**src/logic/bcc_map.vh**
```
// bcc_map.vh: constants for the block check calculator
// assumes inclusion by bare name from the calculator and the verif files
`ifndef BCC_MAP_VH
`define BCC_MAP_VH

// =====================================================
// formula select codes
`define BCC_MODE_SUM      2'h0
`define BCC_MODE_LRC      2'h1
`define BCC_MODE_CRC      2'h2

// =====================================================
// crc constants
`define BCC_CRC_PRESET    16'hFFFF
`define BCC_CRC_POLY      16'hA001
`define BCC_CRC_SHIFTS    4'h8

// =====================================================
// digit counts for the summing formula
`define BCC_DIGITS_W      3
`define BCC_ASCII_DIGITS  3'h2

`endif

```
**src/logic/bcc_hex_ascii.v**
```verilog
// bcc_hex_ascii.v: one nibble to one ascii hex character and back
// emits upper-case digits, decodes either case; invalid characters decode as zero
`timescale 1ns/10ps
`default_nettype none

module bcc_hex_ascii (
    input  wire [3:0] nib_in,
    input  wire [7:0] chr_in,
    output wire [7:0] chr_out,
    output reg  [3:0] nib_out
);

    assign chr_out = (nib_in < 4'hA) ? (8'h30 + {4'h0, nib_in}) : (8'h37 + {4'h0, nib_in});

    always @* begin
        if (chr_in >= 8'h30 && chr_in <= 8'h39) begin
            nib_out = chr_in[3:0];
        end else if ((chr_in >= 8'h41 && chr_in <= 8'h46) ||
                     (chr_in >= 8'h61 && chr_in <= 8'h66)) begin
            nib_out = chr_in[3:0] + 4'h9;
        end else begin
            nib_out = 4'h0;
        end
    end

endmodule
`default_nettype wire

```
**src/logic/bcc_calc.v**
```verilog
// bcc_calc.v: block check character over a byte stream
// assumes framing logic presents the range bytes one per valid cycle
// Summary of operation
// three selectable formulas for send and receive
// sum range bytes, invert, add one
// sum result raw or ascii, given digits
// ascii two digits: low byte, high nibble first
// lrc: char pairs decode to one byte
// lrc: negate sum, emit two ascii chars
// lrc range must be even length
// crc preset all ones, xor first byte
// eight right shifts, xor poly on carry
// xor next byte, repeat to range end
// crc stored low byte first
// carry is lsb before the shift
`timescale 1ns/10ps
`default_nettype none
`include "bcc_map.vh"

module bcc_calc (
    input  wire                    clk_in,
    input  wire                    srst_in,
    input  wire                    start_in,
    input  wire [1:0]              mode_in,
    input  wire                    ascii_in,
    input  wire [`BCC_DIGITS_W-1:0] digits_in,
    input  wire                    byte_valid_in,
    input  wire [7:0]              byte_in,
    output wire                    byte_ready_out,
    input  wire                    last_in,
    output reg                     done_out,
    output reg  [15:0]             result_out,
    output reg  [7:0]              check_0_out,
    output reg  [7:0]              check_1_out,
    output reg  [7:0]              check_2_out,
    output reg  [7:0]              check_3_out,
    output reg  [2:0]              check_len_out
);

    // =====================================================
    // state
    localparam ST_IDLE  = 2'h0;
    localparam ST_RUN   = 2'h1;
    localparam ST_SHIFT = 2'h2;
    localparam ST_FIN   = 2'h3;

    reg [1:0]  state;
    reg [1:0]  mode;
    reg        ascii;
    reg [2:0]  digits;
    reg [15:0] acc;
    reg        first;
    reg        lrc_half;
    reg [3:0]  lrc_hi;
    reg [3:0]  shift_cnt;
    reg        last_seen;

    assign byte_ready_out = (state == ST_RUN);

    // =====================================================
    // hex conversion, one instance per nibble
    wire [3:0]  dec_nib;
    wire [7:0]  chr0;
    wire [7:0]  chr1;
    wire [7:0]  chr2;
    wire [7:0]  chr3;
    wire [15:0] neg_acc = (~acc) + 16'h0001;

    bcc_hex_ascii u_dec (
        .nib_in  (4'h0),
        .chr_in  (byte_in),
        .chr_out (),
        .nib_out (dec_nib)
    );
    bcc_hex_ascii u_h0 (
        .nib_in  (neg_acc[3:0]),
        .chr_in  (8'h00),
        .chr_out (chr0),
        .nib_out ()
    );
    bcc_hex_ascii u_h1 (
        .nib_in  (neg_acc[7:4]),
        .chr_in  (8'h00),
        .chr_out (chr1),
        .nib_out ()
    );
    bcc_hex_ascii u_h2 (
        .nib_in  (neg_acc[11:8]),
        .chr_in  (8'h00),
        .chr_out (chr2),
        .nib_out ()
    );
    bcc_hex_ascii u_h3 (
        .nib_in  (neg_acc[15:12]),
        .chr_in  (8'h00),
        .chr_out (chr3),
        .nib_out ()
    );

    // =====================================================
    // one crc step; carry taken before shifting
    wire [15:0] crc_shr  = {1'b0, acc[15:1]};
    wire [15:0] crc_step = acc[0] ? (crc_shr ^ `BCC_CRC_POLY) : crc_shr;

    wire take = byte_valid_in && (state == ST_RUN);

    always @(posedge clk_in) begin
        if (srst_in) begin
            state         <= ST_IDLE;
            mode          <= `BCC_MODE_SUM;
            ascii         <= 1'b0;
            digits        <= 3'h0;
            acc           <= 16'h0000;
            first         <= 1'b0;
            lrc_half      <= 1'b0;
            lrc_hi        <= 4'h0;
            shift_cnt     <= 4'h0;
            last_seen     <= 1'b0;
            done_out      <= 1'b0;
            result_out    <= 16'h0000;
            check_0_out   <= 8'h00;
            check_1_out   <= 8'h00;
            check_2_out   <= 8'h00;
            check_3_out   <= 8'h00;
            check_len_out <= 3'h0;
        end else begin
            done_out <= 1'b0;
            case (state)
                ST_IDLE: begin
                    if (start_in) begin
                        mode      <= mode_in;
                        ascii     <= ascii_in;
                        digits    <= digits_in;
                        acc       <= 16'h0000;
                        first     <= 1'b1;
                        lrc_half  <= 1'b0;
                        last_seen <= 1'b0;
                        state     <= ST_RUN;
                    end
                end
                ST_RUN: begin
                    if (take) begin
                        first     <= 1'b0;
                        last_seen <= last_in;
                        case (mode)
                            `BCC_MODE_CRC: begin
                                // first byte meets the all-ones preset
                                acc       <= (first ? `BCC_CRC_PRESET : acc) ^ {8'h00, byte_in};
                                shift_cnt <= 4'h0;
                                state     <= ST_SHIFT;
                            end
                            `BCC_MODE_LRC: begin
                                // odd range leaves a dangling high nibble
                                if (lrc_half) begin
                                    acc <= acc + {8'h00, lrc_hi, dec_nib};
                                end else begin
                                    lrc_hi <= dec_nib;
                                end
                                lrc_half <= ~lrc_half;
                                if (last_in) begin
                                    state <= ST_FIN;
                                end
                            end
                            default: begin
                                acc <= acc + {8'h00, byte_in};
                                if (last_in) begin
                                    state <= ST_FIN;
                                end
                            end
                        endcase
                    end
                end
                ST_SHIFT: begin
                    acc       <= crc_step;
                    shift_cnt <= shift_cnt + 4'h1;
                    if (shift_cnt == `BCC_CRC_SHIFTS - 4'h1) begin
                        state <= last_seen ? ST_FIN : ST_RUN;
                    end
                end
                ST_FIN: begin
                    done_out <= 1'b1;
                    state    <= ST_IDLE;
                    case (mode)
                        `BCC_MODE_CRC: begin
                            result_out    <= acc;
                            check_0_out   <= acc[7:0];
                            check_1_out   <= acc[15:8];
                            check_2_out   <= 8'h00;
                            check_3_out   <= 8'h00;
                            check_len_out <= 3'h2;
                        end
                        `BCC_MODE_LRC: begin
                            result_out    <= {8'h00, neg_acc[7:0]};
                            check_0_out   <= chr1;
                            check_1_out   <= chr0;
                            check_2_out   <= 8'h00;
                            check_3_out   <= 8'h00;
                            check_len_out <= 3'h2;
                        end
                        default: begin
                            result_out <= neg_acc;
                            if (ascii) begin
                                // digits beyond four clip to four
                                check_len_out <= (digits > 3'h4) ? 3'h4 : digits;
                                case (digits)
                                    3'h1: begin
                                        check_0_out <= chr0;
                                        check_1_out <= 8'h00;
                                        check_2_out <= 8'h00;
                                        check_3_out <= 8'h00;
                                    end
                                    `BCC_ASCII_DIGITS: begin
                                        check_0_out <= chr1;
                                        check_1_out <= chr0;
                                        check_2_out <= 8'h00;
                                        check_3_out <= 8'h00;
                                    end
                                    3'h3: begin
                                        check_0_out <= chr2;
                                        check_1_out <= chr1;
                                        check_2_out <= chr0;
                                        check_3_out <= 8'h00;
                                    end
                                    default: begin
                                        check_0_out <= chr3;
                                        check_1_out <= chr2;
                                        check_2_out <= chr1;
                                        check_3_out <= chr0;
                                    end
                                endcase
                            end else begin
                                check_len_out <= (digits > 3'h2) ? 3'h2 : digits;
                                if (digits >= 3'h2) begin
                                    check_0_out <= neg_acc[15:8];
                                    check_1_out <= neg_acc[7:0];
                                end else begin
                                    check_0_out <= neg_acc[7:0];
                                    check_1_out <= 8'h00;
                                end
                                check_2_out <= 8'h00;
                                check_3_out <= 8'h00;
                            end
                        end
                    endcase
                end
                default: begin
                    state <= ST_IDLE;
                end
            endcase
        end
    end

endmodule
`default_nettype wire

```
**config.mk**
```make
export PLATFORM = sky130hd
export DESIGN_NAME = bcc_calc
export DESIGN_NICKNAME = d
export VERILOG_FILES = /design/src/logic/bcc_hex_ascii.v /design/src/logic/bcc_calc.v
export VERILOG_INCLUDE_DIRS = /design/src /design/src/logic
export SDC_FILE = /design/constraint.sdc
export NUM_CORES = 1
export LEC_CHECK = 0
export CAP_MARGIN = 20
export CORE_MARGIN = 5
export CORE_UTILIZATION = 54
export DETAILED_ROUTE_END_ITERATION = 8
export DONT_BUFFER_PORTS = 1
export HOLD_SLACK_MARGIN = 0.05
export PLACE_DENSITY_LB_ADDON = 0.1
export SLEW_MARGIN = 20
export SYNTH_ARGS = -nofsm -noshare
export SYNTH_HDL_FRONTEND = slang
export SYNTH_SLANG_ARGS = --single-unit
```
**constraint.sdc**
```tcl
create_clock -name clk_in -period 6.8 [get_ports clk_in]
set_clock_uncertainty 0.2 [all_clocks]
set_input_delay 1.02 -clock clk_in [delete_from_list [all_inputs] [get_ports clk_in]]
set_output_delay 1.02 -clock clk_in [all_outputs]
set_load 0.005 [all_outputs]
```
# ---- Word-level counts from Yosys, hierarchy flattened
# Cells that the tools add are included.
dict set report op_classes {
  bitwise 4
  reduce_logical 19
  add_sub_neg 13
  n_mux 52
  n_lt_le_gt_ge 13
  n_eq_ne 16
}
# cell n
set op_table {}
lappend op_table {{two-way mux 8 bit} 13}
lappend op_table {{two-way mux 16 bit} 5}
lappend op_table {{one-hot mux 16 bit (2 select lines)} 2}
lappend op_table {{adder 6 x 4 -> 7 bit (first input constant)} 8}
lappend op_table {{one-hot mux 16 bit (3 select lines)} 1}
lappend op_table {{one-hot mux 8 bit (2 select lines)} 3}
lappend op_table {{one-hot mux 8 bit (3 select lines)} 2}
lappend op_table {{adder 16 x 8 -> 16 bit} 2}
lappend op_table {{adder 16 x 1 -> 16 bit (second input constant)} 1}
lappend op_table {{>= comparator 8 x 7 -> 1 bit (second input constant)} 2}
lappend op_table {{<= comparator 8 x 7 -> 1 bit (second input constant)} 2}
lappend op_table {{< comparator 4 bit (second input constant)} 4}
lappend op_table {{two-way mux 4 bit} 4}
lappend op_table {{inverter 16 bit} 1}
lappend op_table {{AND reduction 4 bit} 4}
lappend op_table {{bitwise XOR 16 x 8 -> 16 bit} 1}
lappend op_table {{two-way mux 2 bit} 6}
lappend op_table {{two-way mux 3 bit} 4}
lappend op_table {{>= comparator 8 x 6 -> 1 bit (second input constant)} 1}
lappend op_table {{<= comparator 8 x 6 -> 1 bit (second input constant)} 1}
lappend op_table {{one-hot mux 2 bit (4 select lines)} 1}
lappend op_table {{one-hot mux 4 bit (2 select lines)} 1}
lappend op_table {{two-way mux 1 bit} 7}
lappend op_table {{equality test 2 bit (second input constant)} 3}
lappend op_table {{25 further kinds} 38}
dict set report word_totals {
  word_cells 134
  in_bits 19
  register_bits 87
  out_inout_bits 53
}

# ---- Logic depth before layout (Yosys ltp)
dict set report depth {
  ltp_word 10
  depth_mapped 17
  mapped_depth_nobuf 17
}

# ---- Hierarchy
# A second synthesis with hierarchy kept.
dict set report unflattened {
  hier_cells 950
  area_unflattened_um2 7106.8
}
# module seq_area_each_um2 area_each_um2 n_inst cells_per_inst
set by_module_without_submodules {}
lappend by_module_without_submodules {bcc_calc 1741.7 5840.6 1 775}
lappend by_module_without_submodules {{bcc_hex_ascii at u_dec ...} 0.0 254.0 4 35}
lappend by_module_without_submodules {{bcc_hex_ascii at u_h3} 0.0 250.2 1 35}

# ---- Worst setup path before layout
# Ideal clock, no wire load.
dict set report synth_path {
  path_type {in2reg}
  from {input port byte_in[0]}
  to {register acc[15]}
  arrival_time_ns 3.955
  stages 16
  t_required_ns 6.472
  n_path_buf 0
  setup_time_ns 0.128
  slack_ns 2.518
  path_cell_list {inv_1 -> ha_1 -> nor2_1 -> o21ai_0 -> nand4_1 -> o22a_1 -> a21oi_1 -> ha_1 -> a21o_1 -> a21o_1 -> a41o_1 -> o41ai_1 -> nor3_1 -> xor2_1 -> a221oi_1 -> nor2_1}
}
dict set report synth_between {
  elab_chain_len 10
  word_cells_on_any_way 19
  cone_classes {add/sub (3); order compare (6); mux (6); reduce/logical (4)}
}
# item line_no
set synth_rtl {}
lappend synth_rtl {{start: declaration} bcc_calc.v:28} ;# input wire [7:0] byte_in,
lappend synth_rtl {{>= comparator 8 x 7 -> 1 bit, or another cell as far along} bcc_hex_ascii.v:18} ;# end else if ((chr_in >= 8'h41 && chr_in <= 8'h46) ||
lappend synth_rtl {{logical AND 1 bit (on tied branches)} {bcc_hex_ascii.v:18, bcc_hex_ascii.v:19}}
lappend synth_rtl {{logical OR 1 bit} bcc_hex_ascii.v:18}
lappend synth_rtl {{two-way mux 4 bit} bcc_hex_ascii.v:18}
lappend synth_rtl {{two-way mux 4 bit} bcc_hex_ascii.v:16} ;# if (chr_in >= 8'h30 && chr_in <= 8'h39) begin
lappend synth_rtl {{adder 16 x 8 -> 16 bit} bcc_calc.v:155} ;# acc <= acc + {8'h00, lrc_hi, dec_nib};
lappend synth_rtl {{two-way mux 16 bit} bcc_calc.v:154} ;# if (lrc_half) begin
lappend synth_rtl {{one-hot mux 16 bit (2 select lines) (*)} bcc_calc.v:145} ;# case (mode)
lappend synth_rtl {{two-way mux 16 bit (*)} bcc_calc.v:142} ;# if (take) begin
lappend synth_rtl {{one-hot mux 16 bit (3 select lines) (*)} bcc_calc.v:128} ;# case (state)
lappend synth_rtl {{end signal: assignment} bcc_calc.v:148} ;# acc <= (first ? `BCC_CRC_PRESET : acc) ^ {8'h00, byte_in};
lappend synth_rtl {{end signal: assignment} bcc_calc.v:155}
lappend synth_rtl {{end signal: assignment} bcc_calc.v:165} ;# acc <= acc + {8'h00, byte_in};
lappend synth_rtl {{end: declaration} bcc_calc.v:51} ;# reg [15:0] acc;
# Every way passes the cells marked *; elsewhere a longest branch is shown, timed or not. The select of a mux whose other input is x is not followed.
# A chain may end at the register's enable or synchronous reset.

# ---- Worst setup path after layout
# Same ends and word-level chain as after synthesis.

==> metrics.csv <==
metric,value,unit
io_buffers,0,
grt_pass1_wl,32.6,mm
grt_pass1_vias,5912,
power_switching,991,µW
p_int,1.14,mW
multi_input_area,4170,µm²
hold_viol,0,
ant_nets,0,
gp_congestion,0.932,
numCtsBuffers,9,
fin_crit_sh,0.675,
crit_path_start_kind,input pin,
ys.flop_type,dfxtp_1,
grt_setup_unrepaired,false,
die_w,118,µm
p_sw_frac,0.466,
cts_setup_buffers,0,
total_power,2.13,mW
cts_hold_buf,0,
powerDensity,327,nW/µm²
die_area,13800,µm²
grt_max_degree,88,
cap_violations,0,
setup_tns,0,ns
cts.sinks,85,
tightest_slew,0.944,ns
yosys_warnings,0,
crit_arrival,4.64,ns
endpoint_kind,flip-flop,
leakage,2.29,nW
critPathRequiredTime,6.85,ns
nNetsFinal,847,
final_area,6500,µm²
min_period,4.59,ns
clock_path_buffers,2,
drv_slew,0,
die_height,118,µm
vias,6353,
clkTransAtPathRegs,0.07,ns
rows,39,
ys_seq_area_frac,0.272,
slew_headroom,0.368,
path_max_fanout,7,
dp_hpwl,14.8,mm
drtIter0Drc,724,
syn_area,6250,µm²
antenna_found_initial,0,
max_clock_freq,218,MHz
n_antenna_cell,0,
grt_overflow,0,
postSynthCellCount,850,
ys_ff_latch,85,
combinationalPowerShare,0.479,
synth_edf_count,0,
async_reset_ff_frac,0,
grt_usage,0.287,
dr.pass1.iters,5,
h-tree-depth,3,
area_growth,3.90,%
synth_cell_types,85,
power_frac_seq,0.289,
dpl_cell_area,6200,µm²
wl_per_cell,21.6,µm
fill_cells,1093,
ir_drop,0.239,mV
root_buffer,clkbuf_16,
seqCellArea,1700,µm²
via_per_inst,6.69,
criticalPathCategory,in2reg,
ctsResizeCount,0,
route.detailed.drc,0,
outcome,finished clean,
syn_avg_cell_area,7.36,µm²
start_util,0.550,
min_path_type,reg2reg,
pwr-share-clk,0.232,
routed_wl,20.5,mm
cts_tree,yes,
core_area,11400,µm²
layout-drive-gt1-share,0.0694,
io-pin-count,72,
setup_viol,0,
clk_latency,0.37,ns
## cells by family (layout without fill, tap and decap cells)
kind of cell,after synthesis,after routing,share of synthesized area
other cells,1,2,0.000600
xor+xnor,40,40,0.0572
flops,85,85,0.272
simple gates,331,331,0.248
compound gates,261,261,0.289
buf+inv,96,52,0.0626
mux,10,10,0.0170
fa+ha+maj,26,26,0.0532
## per-stage QoR
stage | hold slack, ns | setup slack, ns | utilization | instances
finish | 0.280 | 2.21 | 0.571 | 950
global route | 0.315 | 1.93 | 0.571 | 950
CTS | 0.282 | 2.28 | 0.571 | 950
detailed placement | 0.271 | 1.92 | 0.546 | 934
global placement | 0.261 | 2.11 | 0.546 | 934
floorplan | 0.253 | 2.52 | - | 851
## synth_stat cells, drive strengths merged, types with 3 or more instances
cell     instances  area [µm²]
ha              25         313
or2              4        25.0
and2             4        25.0
nand4            7        43.8
nor4             4        52.6
nor4b            3        41.3
a21o             7        52.6
inv             29         109
a2111oi          5        70.1
mux2             5        56.3
o21bai           3        22.5
or4              4        37.5
dfxtp           85        1700
nand2           92         360
a22oi           24         180
a211oi          10        85.1
o311ai           3        43.8
o21a             4        30.0
xnor2           24         218
o32ai            7        80.1
nor3            32         176
nand2b           7        43.8
o22a             3        26.3
o211ai           8        60.1
nor2           130         488
o22ai            9        56.3
a31oi            7        43.8
mux2i            5        50.1
xor2            16         140
or3              3        18.8
nand3           22         110
a221oi          14         123
buf             21         110
a21oi           74         378
o31ai            3        22.5
o21ai           49         245
clkbuf          45         169
nor2b           10        62.6
o221ai           5        50.0
a311oi           4        35.0
## metal layers
layer,vias to the layer above,track usage,wire length (µm)
met5,-,0,0
li1,2961,-,-
met4,0,0.157,962
met1,3008,0.369,8440
met2,319,0.453,9380
met3,65,0.0524,1730
## critical path: stages
cell,delay [ns]
inv_1,0.09
ha_1,0.19
nor2_1,0.05
o21ai_0,0.14
nand4_1,0.27
o22a_1,0.31
a21oi_1,0.22
ha_1,0.27
a21o_1,0.17
a21o_1,0.21
a41o_1,0.29
o41ai_1,0.72
nor3_1,0.12
xor2_1,0.18
a221oi_1,0.31
nor2_1,0.07
## registers in the layout, summed over array words and instances, names as in the netlist
register	count
last_seen	1
acc	16
first	1
lrc_hi	4
result_out	16
lrc_half	1
state	2
ascii	1
check_3_out	7
mode	2
digits	3
check_0_out	8
shift_cnt	4
done_out	1
check_1_out	8
check_2_out	7
check_len_out	3
## power groups by stage
stage	registers (mW)	clock network, mW	logic [mW]
floorplan	0.575	0	0.792
global placement	0.623	0	0.983
detailed placement	0.625	0	0.991
CTS	0.614	0.496	0.998
global route	0.623	0.520	1.10
finish	0.615	0.494	1.02
## final cells by class
class,instances,area share
clock buffers,9,0.0347
clock inverters,7,0.0104
inverters,30,0.0173
multi-input cells,670,0.641
flip-flops and latches,85,0.262
well taps,143,0.0275
repair buffers,6,0.00693
## layout by cell type, fill, tap and decap left out, types with 10 or more instances in the layout
master / count
a221oi_1: 14
nand3_1: 22
ha_1: 24
inv_1: 29
nor2b_1: 10
xor2_1: 16
dfxtp_1: 85
nor2_1: 130
xnor2_1: 23
o21ai_0: 47
nor3_1: 30
a21oi_1: 72
nand2_1: 90
a22oi_1: 24
## worst paths after layout
path	startpoint	endpoint	slack [ns]	cells after the start
hold / removal	mode[1]	mode[1]	0.28	2
setup / recovery	byte_in[0]	acc[15]	2.21	16
hold reg to reg	mode[1]	mode[1]	0.28	2
setup reg to reg	acc[1]	check_0_out[4]	2.33	12
Power figures use the tool's default switching activity.
